$ cat src/sac_pkg.sv
// package: register map, field layout and timing counts of the conversion control
package sac_pkg;
  // register byte offsets
  localparam logic [7:0] OFS_CTRL_A = 8'h00;
  localparam logic [7:0] OFS_CTRL_B = 8'h04;
  localparam logic [7:0] OFS_CHREF = 8'h08;
  localparam logic [7:0] OFS_RES_LOW = 8'h0c;
  localparam logic [7:0] OFS_RES_HIGH = 8'h10;
  localparam logic [7:0] OFS_MISC = 8'h14;
  // converter_control_status_a fields
  localparam int A_ENABLE = 7;
  localparam int A_START = 6;
  localparam int A_AUTO = 5;
  localparam int A_FLAG = 4;
  localparam int A_PRESC_LO = 0;
  localparam int PRESC_W = 3;
  // converter_control_status_b fields
  localparam int B_TSEL_LO = 0;
  localparam int TSEL_W = 3;
  // channel_reference_select_register fields
  localparam int M_REF_LO = 6;
  localparam int M_ALIGN = 5;
  localparam int M_CH_LO = 0;
  localparam int CH_W = 5;
  // analog_misc_control_register fields
  localparam int X_EXTREF = 0;
  localparam int X_REFOUT = 1;
  localparam int X_INTERNAL_CURRENT_SOURCE = 2;
  // reset values
  localparam logic [7:0] RST_REG = 8'h00;
  localparam logic [9:0] RST_RESULT = 10'h000;
  // result width
  localparam int RES_W = 10;
  // trigger code for the own completion flag (free running)
  localparam logic [TSEL_W-1:0] TSEL_OWN_FLAG = 3'h0;
  // channel codes of the special channels
  localparam logic [CH_W-1:0] CH_LAST_SINGLE = 5'h0a;
  localparam logic [CH_W-1:0] CH_TEMP = 5'h0b;
  localparam logic [CH_W-1:0] CH_INTERNAL_CURRENT_SOURCE = 5'h0c;
  localparam int CH_DIFF_BIT = 4;
  localparam int CH_GAIN20_BIT = 3;
  // timing in half converter clock cycles
  localparam logic [5:0] HALF_NORMAL_TOTAL = 6'd26;
  localparam logic [5:0] HALF_FIRST_TOTAL = 6'd50;
  localparam logic [5:0] HALF_AUTO_TOTAL = 6'd27;
  localparam logic [5:0] HALF_NORMAL_SH = 6'd3;
  localparam logic [5:0] HALF_FIRST_SH = 6'd27;
  localparam logic [5:0] HALF_AUTO_SH = 6'd4;
  localparam logic [5:0] HALF_LAST_CYCLE = 6'd2;

  typedef enum logic [1:0] {KIND_NORMAL, KIND_FIRST, KIND_AUTO} sac_kind_e;
  typedef enum logic [1:0] {ST_IDLE, ST_ARMED, ST_CONV} sac_state_e;

  typedef struct packed {
    logic [1:0] reference;
    logic extRef;
    logic [CH_W-1:0] channel;
  } sac_sel_s;

  typedef struct packed {
    logic on;
    logic [1:0] reference;
    logic extRef;
    logic refOut;
    logic isrcOn;
    logic [CH_W-1:0] channel;
    logic gainOn;
    logic gain20;
    logic tempSel;
    logic isrcSel;
  } sac_analog_s;
endpackage

$ cat src/sac_conversion_control.sv
// module: control of a 10-bit successive approximation converter behind an APB slave
// How it works
// result right aligned, left when align set
// low read locks results until high read
// flag still sets when result discarded
// start bit begins conversion, cleared at completion
// channel change waits for current conversion end
// trigger rising edge resets prescaler, starts conversion
// edges during conversion ignored, no level restart
// flag trigger needs clear before next event
// own flag as trigger means free running
// start bit works under auto, reads busy
// prescaler runs while enabled, reset otherwise
// selections applied only while converter enabled; refOut and isrcOn follow misc regardless
// bit start waits for next converter clock
// 13 cycles normal, 25 cycles first conversion
// sample at 1.5, first at 13.5
// completion writes result, sets flag, clears start
// auto sample 2 cycles after trigger edge
// free running restarts immediately, start stays high
// differential codes use gain stage, else bypass
// five-bit channel field decodes all input kinds
// reference field plus external enable select reference
// selection shadow frozen during conversion until last cycle
// trigger select indexes event source multiplexer
// prescaler select picks power-of-two divisions
//
// Design decisions made here: the register addresses and the APB slave port.
`timescale 1ns/10ps
`default_nettype none
module sac_conversion_control (
  input wire logic clock,
  input wire logic rstn,
  input wire logic psel,
  input wire logic penable,
  input wire logic pwrite,
  input wire logic [7:0] paddr,
  input wire logic [31:0] pwdata,
  output logic [31:0] prdata,
  output logic pready,
  output logic pslverr,
  input wire logic [7:0] triggerSources,
  input wire logic [9:0] coreResult,
  output sac_pkg::sac_analog_s analogSel,
  output logic sampleHold,
  output logic convBusy,
  output logic convDone
);
  logic [7:0] ctrlA;
  logic [7:0] ctrlB;
  logic [7:0] chRef;
  logic [7:0] misc;
  logic flag;
  logic lock;
  logic [9:0] result;
  sac_pkg::sac_state_e state;
  sac_pkg::sac_kind_e kind;
  logic [5:0] halfCount;
  logic [7:0] presc;
  logic firstPending;
  logic enPrev;
  logic trigD1;
  logic trigD2;
  sac_pkg::sac_sel_s shadow;

  // bus decode
  wire setupPhase = psel & ~penable;
  wire accessDone = psel & penable & pready;
  wire wrEn = accessDone & pwrite;
  wire rdEn = accessDone & ~pwrite;
  wire hitA = paddr == sac_pkg::OFS_CTRL_A;
  wire hitB = paddr == sac_pkg::OFS_CTRL_B;
  wire hitM = paddr == sac_pkg::OFS_CHREF;
  wire hitL = paddr == sac_pkg::OFS_RES_LOW;
  wire hitH = paddr == sac_pkg::OFS_RES_HIGH;
  wire hitX = paddr == sac_pkg::OFS_MISC;
  wire mapped = hitA | hitB | hitM | hitL | hitH | hitX;
  wire wrA = wrEn & hitA;

  wire enable = ctrlA[sac_pkg::A_ENABLE];
  wire autoOn = ctrlA[sac_pkg::A_AUTO];
  wire [sac_pkg::PRESC_W-1:0] prescSel = ctrlA[sac_pkg::A_PRESC_LO +: sac_pkg::PRESC_W];
  wire [sac_pkg::TSEL_W-1:0] tsel = ctrlB[sac_pkg::B_TSEL_LO +: sac_pkg::TSEL_W];
  wire align = chRef[sac_pkg::M_ALIGN];

  // alignment applied on presentation
  wire [15:0] aligned = align ? {result, 6'h00} : {6'h00, result};
  wire startBitRead = state != sac_pkg::ST_IDLE;
  wire [7:0] aRead = {enable, startBitRead, autoOn, flag, 1'b0, prescSel};
  wire [7:0] rdMux = hitA ? aRead :
                     hitB ? ctrlB :
                     hitM ? chRef :
                     hitL ? aligned[7:0] :
                     hitH ? aligned[15:8] :
                     hitX ? misc : 8'h00;

  // divisor is 2 shifted by the select code
  wire [15:0] divWide = 16'h0002 << prescSel;
  wire [7:0] divMinus1 = 8'(divWide - 16'h0001);
  wire [7:0] halfPoint = divMinus1 >> 1;
  wire adcRise = enable & (presc == divMinus1);
  wire adcFall = enable & (presc == halfPoint);
  wire halfTick = adcRise | adcFall;

  // own flag code means free running
  wire freeRun = autoOn & (tsel == sac_pkg::TSEL_OWN_FLAG);
  // trigger multiplexer over event sources
  wire selTrig = triggerSources[tsel];
  // only a rising edge counts, and never while converting
  // a source flag left high gives no new edge
  wire trigEdge = trigD1 & ~trigD2;
  wire trigStart = enable & autoOn & ~freeRun & trigEdge & (state != sac_pkg::ST_CONV);
  // start bit honoured with or without auto trigger
  wire wrStart = wrA & pwdata[sac_pkg::A_START] & pwdata[sac_pkg::A_ENABLE];
  // bit start waits for a converter clock rising edge
  wire bitStart = (state == sac_pkg::ST_ARMED) & adcRise & ~trigStart;

  // conversion lengths by kind
  wire [5:0] total = (kind == sac_pkg::KIND_FIRST) ? sac_pkg::HALF_FIRST_TOTAL :
                     (kind == sac_pkg::KIND_AUTO) ? sac_pkg::HALF_AUTO_TOTAL :
                     sac_pkg::HALF_NORMAL_TOTAL;
  // sample points by kind
  wire [5:0] shPoint = (kind == sac_pkg::KIND_FIRST) ? sac_pkg::HALF_FIRST_SH :
                       (kind == sac_pkg::KIND_AUTO) ? sac_pkg::HALF_AUTO_SH :
                       sac_pkg::HALF_NORMAL_SH;
  wire [5:0] halfNext = halfCount + 6'd1;
  wire converting = state == sac_pkg::ST_CONV;
  wire done = converting & halfTick & (halfNext == total);
  wire shNow = converting & halfTick & (halfNext == shPoint);
  // shadow tracks while enabled, except while a conversion holds it
  wire shadowTrack = enable & (~converting | (halfCount >= total - sac_pkg::HALF_LAST_CYCLE));
  wire [sac_pkg::CH_W-1:0] shCh = shadow.channel;

  sac_pkg::sac_kind_e startKind;
  assign startKind = firstPending ? sac_pkg::KIND_FIRST : sac_pkg::KIND_NORMAL;

  // bus slave: zero wait, answer prepared in setup
  always_ff @(posedge clock or negedge rstn) begin
    if (!rstn) begin
      pready <= 1'b0;
      prdata <= 32'h0000_0000;
      pslverr <= 1'b0;
    end else begin
      pready <= setupPhase;
      prdata <= setupPhase ? {24'h00_0000, rdMux} : 32'h0000_0000;
      pslverr <= setupPhase & ~mapped;
    end
  end

  // plain control registers
  always_ff @(posedge clock or negedge rstn) begin
    if (!rstn) begin
      ctrlA <= sac_pkg::RST_REG;
      ctrlB <= sac_pkg::RST_REG;
      chRef <= sac_pkg::RST_REG;
      misc <= sac_pkg::RST_REG;
    end else begin
      if (wrA) begin
        ctrlA <= {pwdata[7:6] & 2'b10, pwdata[5], 1'b0, 1'b0, pwdata[2:0]};
      end
      if (wrEn & hitB) begin
        ctrlB <= {5'h00, pwdata[2:0]};
      end
      if (wrEn & hitM) begin
        chRef <= pwdata[7:0];
      end
      if (wrEn & hitX) begin
        misc <= {5'h00, pwdata[2:0]};
      end
    end
  end

  // flag: set by completion wins over a write-one clear
  always_ff @(posedge clock or negedge rstn) begin
    if (!rstn) begin
      flag <= 1'b0;
    end else if (done) begin
      // flag set whether or not the result is kept
      flag <= 1'b1;
    end else if (wrA & pwdata[sac_pkg::A_FLAG]) begin
      flag <= 1'b0;
    end
  end

  // low read locks, high read releases
  always_ff @(posedge clock or negedge rstn) begin
    if (!rstn) begin
      lock <= 1'b0;
    end else if (rdEn & hitH) begin
      lock <= 1'b0;
    end else if (rdEn & hitL) begin
      lock <= 1'b1;
    end
  end

  // result written at completion unless locked
  always_ff @(posedge clock or negedge rstn) begin
    if (!rstn) begin
      result <= sac_pkg::RST_RESULT;
    end else if (done & ~lock) begin
      result <= coreResult;
    end
  end

  // prescaler held in reset while disabled
  always_ff @(posedge clock or negedge rstn) begin
    if (!rstn) begin
      presc <= 8'h00;
    end else if (!enable || trigStart || adcRise) begin
      // trigger start restarts the prescaler
      presc <= 8'h00;
    end else begin
      presc <= presc + 8'h01;
    end
  end

  // trigger pipeline; the extra stage is the synchronisation delay
  always_ff @(posedge clock or negedge rstn) begin
    if (!rstn) begin
      trigD1 <= 1'b0;
      trigD2 <= 1'b0;
      enPrev <= 1'b0;
    end else begin
      trigD1 <= selTrig;
      trigD2 <= trigD1;
      enPrev <= enable;
    end
  end

  // first conversion after switch-on is the long one
  always_ff @(posedge clock or negedge rstn) begin
    if (!rstn) begin
      firstPending <= 1'b0;
    end else if (enable & ~enPrev) begin
      firstPending <= 1'b1;
    end else if (done) begin
      firstPending <= 1'b0;
    end
  end

  // conversion sequencer
  always_ff @(posedge clock or negedge rstn) begin
    if (!rstn) begin
      state <= sac_pkg::ST_IDLE;
      kind <= sac_pkg::KIND_NORMAL;
      halfCount <= 6'd0;
    end else if (!enable) begin
      // a start written together with the enable must not be lost
      state <= wrStart ? sac_pkg::ST_ARMED : sac_pkg::ST_IDLE;
      halfCount <= 6'd0;
    end else if (trigStart) begin
      // auto start counts from the prescaler reset
      state <= sac_pkg::ST_CONV;
      kind <= firstPending ? sac_pkg::KIND_FIRST : sac_pkg::KIND_AUTO;
      halfCount <= 6'd0;
    end else if (done) begin
      // free running restarts at once, start stays high
      state <= freeRun ? sac_pkg::ST_CONV : sac_pkg::ST_IDLE;
      kind <= sac_pkg::KIND_NORMAL;
      halfCount <= 6'd0;
    end else if (bitStart) begin
      state <= sac_pkg::ST_CONV;
      kind <= startKind;
      halfCount <= 6'd0;
    end else if (converting & halfTick) begin
      halfCount <= halfNext;
    end else if ((state == sac_pkg::ST_IDLE) & wrStart) begin
      // start bit write arms a single conversion
      state <= sac_pkg::ST_ARMED;
    end
  end

  // frozen shadow keeps the old channel until the last converter cycle
  always_ff @(posedge clock or negedge rstn) begin
    if (!rstn) begin
      shadow <= '0;
    end else if (shadowTrack) begin
      shadow <= '{reference: chRef[sac_pkg::M_REF_LO +: 2], extRef: misc[sac_pkg::X_EXTREF],
                  channel: chRef[sac_pkg::M_CH_LO +: sac_pkg::CH_W]};
    end
  end

  // channel decode; differential codes use the gain stage
  wire isDiff = shCh[sac_pkg::CH_DIFF_BIT];
  wire isTemp = shCh == sac_pkg::CH_TEMP;
  wire isIsrc = shCh == sac_pkg::CH_INTERNAL_CURRENT_SOURCE;

  // channel, reference and gain selections are blocked while disabled; refOut and isrcOn follow misc regardless
  always_ff @(posedge clock or negedge rstn) begin
    if (!rstn) begin
      analogSel <= '0;
      sampleHold <= 1'b0;
      convBusy <= 1'b0;
      convDone <= 1'b0;
    end else begin
      analogSel.on <= enable;
      // reference field with external reference enable
      analogSel.reference <= enable ? shadow.reference : 2'b00;
      analogSel.extRef <= enable & shadow.extRef;
      analogSel.refOut <= misc[sac_pkg::X_REFOUT];
      analogSel.isrcOn <= misc[sac_pkg::X_INTERNAL_CURRENT_SOURCE];
      analogSel.channel <= enable ? shCh : 5'h00;
      analogSel.gainOn <= enable & isDiff;
      analogSel.gain20 <= enable & isDiff & shCh[sac_pkg::CH_GAIN20_BIT];
      analogSel.tempSel <= enable & isTemp;
      analogSel.isrcSel <= enable & isIsrc;
      // auto sample point two converter cycles after reset
      sampleHold <= shNow;
      convBusy <= converting & ~done;
      convDone <= done;
    end
  end

  // helper: single-ended code range check for the assertions
  wire singleCode = ~isDiff & (shCh <= sac_pkg::CH_LAST_SINGLE);
endmodule
`default_nettype wire

$ cat config.mk
export PLATFORM = sky130hd
export DESIGN_NAME = sac_conversion_control
export DESIGN_NICKNAME = d
export VERILOG_FILES = /design/src/sac_pkg.sv /design/src/sac_conversion_control.sv
export SDC_FILE = /design/constraint.sdc
export NUM_CORES = 1
export LEC_CHECK = 0
export ABC_AREA = 1
export BUFFER_PORTS_ARGS = -buffer_cell sky130_fd_sc_hd__buf_2
export CAP_MARGIN = 0
export CORE_MARGIN = 4
export CORE_UTILIZATION = 25
export DETAILED_ROUTE_END_ITERATION = 16
export PLACE_DENSITY_LB_ADDON = 0.05
export SYNTH_ARGS = -nofsm -noshare
export SYNTH_HDL_FRONTEND = slang
export SYNTH_SLANG_ARGS = --single-unit
$ cat constraint.sdc
create_clock -name clock -period 2 [get_ports clock]
set_input_delay 0.2 -clock clock [delete_from_list [all_inputs] [get_ports clock]]
set_output_delay 0.2 -clock clock [all_outputs]
set_load 0.1 [all_outputs]
# Word level (Yosys, flattened, before mapping)
# Index checks and enable logic that the tools add are counted.
op_classes:
  add_sub_neg: 4
  n_lt_le_gt_ge: 2
  eq_ne: 19
  n_shift: 1
  muxes: 41
  bitwise_logic: 55
  n_reduce_logical: 13
ops:
  columns: ["op", "n"]
  rows:
  - ["8-bit 2-to-1 mux", 7]
  - ["1-bit AND", 38]
  - ["6-bit 2-to-1 mux", 6]
  - ["2-bit 2-to-1 mux", 12]
  - ["8-bit by 4-bit == test with 1-bit output, second input constant", 2]
  - ["8-bit by 5-bit == test with 1-bit output, second input constant", 2]
  - ["16-bit 2-to-1 mux", 1]
  - ["5-bit by 4-bit == test with 1-bit output, second input constant", 2]
  - ["1-bit 2-to-1 mux", 10]
  - ["5-bit 2-to-1 mux", 2]
  - ["5-bit by 1-bit inequality test with 1-bit output, second input constant", 2]
  - ["1-bit inverter", 10]
  - ["8-bit by 1-bit adder with 8-bit output, second input constant", 1]
  - ["8-bit by 3-bit == test with 1-bit output, second input constant", 1]
  - ["8-bit by 7-bit == test with 1-bit output", 1]
  - ["8-bit == test", 1]
  - ["8-bit logical NOT", 1]
  - ["2-bit nonzero test", 4]
  - ["2-bit by 3-bit left shift with 8-bit output, first input constant", 1]
  - ["8-bit by 1-bit subtractor with 8-bit output, second input constant", 1]
  - ["1-bit bitwise OR", 7]
  - ["6-bit by 1-bit adder with 6-bit output, second input constant", 1]
  - ["6-bit by 5-bit == test with 1-bit output", 1]
  - ["6-bit == test", 1]
  - ["15 further kinds", 20]
word_totals:
  ff_bits: 88
  inputBits: 63
  out_inout_bits: 52
  wordCells: 168

# Logic depth before layout (Yosys ltp)
logic_depth:
  ltp_word: 13
  depth_mapped: 14
  depth_no_buf: 12

# Least setup slack after synthesis
# No wires, ideal clock.
synth_path:
  path_kind: "reg2reg"
  startpoint: "register pready"
  endpoint: "register state[0]"
  setup_ns: 0.069
  t_arrival_ns: 1.979
  t_required_ns: 1.931
  setup_slack_ns: -0.049
  stages_incl_launch_ff: 9
  path_buffers: 0
  synth_period_minus_slack_ns: 2.049
  path_cell_list: "dfrtp_1 nand3_1 nor2_1 inv_1 nor2_2 nand2_1 nor3_1 nand3_1 nand3_1"
synth_between:
  elab_chain_cells: 8
  elab_cells_between_ends: 10
  cone_classes: "1 x eq/ne; 2 x mux; 6 x bitwise; 1 x reduce/logical"
synth_rtl:
  columns: ["element", "line", "rtl"]
  rows:
  - ["from (decl)", "sac_conversion_control.sv:40", "output logic pready,"]
  - ["from (signal assigned)", "sac_conversion_control.sv:144", "pready <= setupPhase;"]
  - ["1-bit AND *", "sac_conversion_control.sv:68", "wire accessDone = psel & penable & pready;"]
  - ["1-bit AND *", "sac_conversion_control.sv:69", "wire wrEn = accessDone & pwrite;"]
  - ["1-bit AND *", "sac_conversion_control.sv:78", "wire wrA = wrEn & hitA;"]
  - ["1-bit AND * (2 in a row)", "sac_conversion_control.sv:114", "wire wrStart = wrA & pwdata[sac_pkg::A_START] & pwdata[sac_pkg::A_ENABLE];"]
  - ["1-bit AND", "sac_conversion_control.sv:267", "end else if ((state == sac_pkg::ST_IDLE) & wrStart) begin"]
  - ["5-bit by 1-bit inequality test with 1-bit output (no source line)", null, null]
  - ["2-bit AND reduction (no source line)", null, null]
  - ["to (signal assigned)", "sac_conversion_control.sv:258", "state <= freeRun ? sac_pkg::ST_CONV : sac_pkg::ST_IDLE;"]
  - ["to (signal assigned)", "sac_conversion_control.sv:262", "state <= sac_pkg::ST_CONV;"]
  - ["to (signal assigned)", "sac_conversion_control.sv:269", "state <= sac_pkg::ST_ARMED;"]
  - ["to (decl)", "sac_conversion_control.sv:56", "sac_pkg::sac_state_e state;"]
# Every way passes the cells marked *; elsewhere a longest branch is shown, timed or not.
# A chain may end at the register's enable or synchronous reset.

# Worst setup path after layout
layout_path:
  startpoint: "register kind[1]"
  endpoint: "register result[7]"
layout_between:
  elab_chain_cells: 6
  elab_cells_between_ends: 7
  cone_classes: "3 x eq/ne; 2 x mux; 2 x bitwise"
layout_rtl:
  columns: ["element", "line", "rtl"]
  rows:
  - ["from (decl)", "sac_conversion_control.sv:57", "sac_pkg::sac_kind_e kind;"]
  - ["from (signal assigned)", "sac_conversion_control.sv:245", "kind <= sac_pkg::KIND_NORMAL;"]
  - ["from (signal assigned)", "sac_conversion_control.sv:254", "kind <= firstPending ? sac_pkg::KIND_FIRST : sac_pkg::KIND_AUTO;"]
  - ["from (signal assigned)", "sac_conversion_control.sv:259", "kind <= sac_pkg::KIND_NORMAL;"]
  - ["2-bit == test", "sac_conversion_control.sv:120", "(kind == sac_pkg::KIND_AUTO) ? sac_pkg::HALF_AUTO_TOTAL :"]
  - ["1-bit 2-to-1 mux", "sac_conversion_control.sv:120", null]
  - ["6-bit 2-to-1 mux *", "sac_conversion_control.sv:119", "wire [5:0] total = (kind == sac_pkg::KIND_FIRST) ? sac_pkg::HALF_FIRST_TOTAL :"]
  - ["6-bit == test *", "sac_conversion_control.sv:128", "wire done = converting & halfTick & (halfNext == total);"]
  - ["1-bit AND *", "sac_conversion_control.sv:128", null]
  - ["1-bit AND *", "sac_conversion_control.sv:200", "end else if (done & ~lock) begin"]
  - ["to (signal assigned)", "sac_conversion_control.sv:199", "result <= sac_pkg::RST_RESULT;"]
  - ["to (signal assigned)", "sac_conversion_control.sv:201", "result <= coreResult;"]
  - ["to (decl)", "sac_conversion_control.sv:55", "logic [9:0] result;"]
# Marked as above.

==> metrics <==
result of the run complete, no violations; top cells by area in the synthesized netlist dfrtp_1 48%, nand2_1 12%, nand3_1 6.8%; flip-flop and latch count after synthesis 87; highest cell delay on the worst timing path 390 ps; worst hold-check slack 85.5 ps; clock period minus worst slack 1840 ps; share of power burned in registers 44.5%; clk root buf clkbuf_16; multiplexer share of the synthesized area 0.223%; die boundary width 142 um; combinational cell fraction of total power 18.7%; clock tree from TritonCTS built; share of the cycle needed by the critical path after routing 92.0%; global-route wire length before repair 21,300 um; Crit-path slowest cell dfrtp_1; net switching fraction of the power 33.4%; vias per cell 4.35; vias in the first global route 3,897; Worst Tran Pin Value 516 ps; main combinational cell family by area after synthesis simple AND/OR/NAND/NOR gates; CP max FO 13; amount of wire on met3 after detailed routing 588 um; class of the most critical hold timing path in -> reg; area share of the leading cell type in the synthesized netlist 48.4%; remaining antenna violation count 0; post-synthesis cell type count 34; Seq. cell area 0.00218 sq mm; count of pins over their slew limit 0; DRT Pass-1 Iters 4; die height 142 um; Detailed Route WL 12,900 um; final setup fails 0; number of H-tree levels 3; number of fill cells in the layout 1,908; average size of a mapped cell 7.78 sq um; Ys Warns 0; Setup crit end kind flop; synthesized-area fraction occupied by and/or/nand/nor cells 26.9%; pin count of the biggest net entering global routing 88; number of clock buffers inserted by TritonCTS 9; aggregate negative setup slack 0 ps; number of input and output port buffers inserted 66; clock transition at the registers of the reported paths 70 ps; Post-Synth XOR/XNOR Area 0.974%; Synth Area in Adders 1.39%; Core Box Area 0.0175 sq mm; antenna violations before repair 0; sequential-to-total area share from yosys stat 48.4%; Total Routing Usage GR 13.3%; compound-cell area share of the yosys netlist 9.65%; Leakage Power 2.90 nW; CP delay by family, top simple AND/OR/NAND/NOR gates; gpl congestion 0.797; number of antenna cells inserted 0; power spent charging and discharging nets 1.47 mW; worst-skew pair later-pin latency 350 ps; least setup slack across all paths after layout 160 ps; area growth from synthesis to layout 22.5%; Initial Utilization 25.7%; routed length on met1 6780 um; Netlist Area Pre-Place 0.00450 sq mm; worst-case vdd ir drop 0.432 mV; category of the critical setup timing path reg -> reg; Max Buffers Root-to-Sink 2; total overflow reported by the global router 0; upper clock frequency limit 543 MHz; top routing layer in use met4; Worst Path Required 2290 ps; Fin. Hold Viols 0; cell type contributing the most total cell area after synthesis dfrtp_1; wire length per cell after detailed routing 14.4 um; share of power burned in the clock network 36.8%; total buffers and inverters traversed by the critical path 3; post-route clock skew 6.24 ps; top-level I/O count 115; Synth Instances 578; sinks on the clock net 87; met2 wire length 5330 um; data arrival at the endpoint of the critical path 2130 ps; multi-input logic area 0.00192 sq mm; full die area 0.0202 sq mm; power per cell area 797 mW/mm^2; Post-route DRC 0; std cell rows 48; DP Wirelength 9720 um; crit path launch type flop; series of cell instances along the critical path inv_2, nor2_4, ha_1, inv_1, nand3_1, nor2_1, nand2_1, nor2_4, nand3_4, inv_4, nand3_1, nand2_1; number of maximum-capacitance violations 0; final layout net count 736; Place WS -54.4 ps; relative max-transition margin 65.5%; share of layout cells above drive strength 1 19.9%; Detailed Route Iter0 Violations 257; internal portion of total power 2.93 mW; total via count after detailed routing 3,906
kinds of logic after synthesis:
group                      after synthesis
AOI/OAI and AO/OA                       82
xor gates and xnor gates                 5
adders and majority gates                5
buffers and inverters                  116
DFF                                     87
muxes                                    1
other                                    1
and+or+nand+nor                        281
area by class of cell:
type	instances	share of cell area [%]
sequential	87	39.6
multi-input combinational	398	34.8
timing repair buffer	93	10.0
inverter	79	5.47
tap	225	5.11
clock buffer	10	4.15
clock inverter	6	0.817
layout by cell type (no fill, tap or decap), types with 9 or more instances in the layout:
master | Yosys | routed
a21oi_1 | 17 | 17
buf_2 | 3 | 65
buf_4 | 27 | 24
clkbuf_16 | 0 | 9
conb_1 | 1 | 24
dfrtp_1 | 87 | 83
inv_1 | 76 | 75
nand2_1 | 143 | 142
nand3_1 | 61 | 59
nor2_1 | 52 | 48
o21ai_0 | 48 | 48
sequential cells by signal, indices dropped and copies added (netlist names), 5 cells and up:
name,flops
result,10
ctrlA,5
shCh,5
presc,8
prdata,8
halfCount,6
chRef,8
analogSel,14
power by group through the flow:
stage	registers [mW]	clock network (mW)	logic, mW
floorplan	2.00	0	0.619
global placement	1.99	0	0.808
detailed placement	1.99	0	0.805
CTS	1.96	1.67	0.810
global route	1.97	1.73	0.937
finish	1.96	1.62	0.822
path summary, 6_finish.rpt:
path | start | endpoint | slack [ps] | depth (start not counted)
setup / recovery | kind[1] | result[7] | 160 | 12
hold / removal | coreResult[6] | result[6] | 90 | 3
setup reg to reg | kind[1] | result[7] | 160 | 12
hold reg to reg | trigD1 | trigD2 | 410 | 0
max in group asynchronous | rstn | ctrlA[1] | 1170 | 3
min in group asynchronous | rstn | analogSel[8] | 440 | 3
stage by stage:
| stage | total power [mW] | utilization (%) | instances | cell area, sq um |
|---|---|---|---|---|
| 2_1_floorplan | 2.62 | - | 601 | 4590 |
| 3_3_place_gp | 2.80 | 29.2 | 874 | 5100 |
| 3_5_place_dp | 2.79 | 29.2 | 874 | 5100 |
| 4_1_cts | 4.43 | 30.9 | 891 | 5410 |
| 5_1_grt | 4.64 | 31.5 | 898 | 5510 |
| 6_report | 4.40 | 31.5 | 898 | 5510 |
tightest hold or removal path, cell delays in order:
cell and delay, ps:
buf_2 80, nand3_1 70, nand2_1 60
metal layers:
layer | vias to the layer above | track usage, %
li1 | 1983 | -
met3 | 15 | 2.65
met4 | 0 | 4.44
met1 | 1821 | 20.0
met2 | 87 | 19.0
met5 | - | 0
synth_stat cells:
cell,count
nand2_1,143
dfrtp_1,87
inv_1,76
nand3_1,61
nor2_1,52
o21ai_0,48
buf_4,27
a21oi_1,17
nor2_2,6
a31oi_1,5
ha_1,5
nor3_1,5
o21ai_1,5
clkbuf_1,4
nor4_1,4
o211ai_1,4
buf_2,3
inv_2,3
nand4_1,3
xor2_1,3
buf_6,2
nand2_2,2
xnor2_1,2
buf_1,1
conb_1,1
mux2i_1,1
nand3_4,1
nand3b_1,1
nand4_2,1
nor3_2,1
nor3b_1,1
o2111ai_1,1
o22ai_1,1
o31ai_1,1
what timing repair did:
| item | 4_1_cts | 5_1_grt |
|---|---|---|
| hold buffers | 1 | 0 |
| pin swaps | 0 | 5 |
| buffers inserted | 0 | 7 |
| resized for setup | 5 | 17 |
| hold endpoints to repair | 87 | 0 |
| setup endpoints to repair | 13 | 29 |
Note: power is estimated with default switching activity, not from simulation.
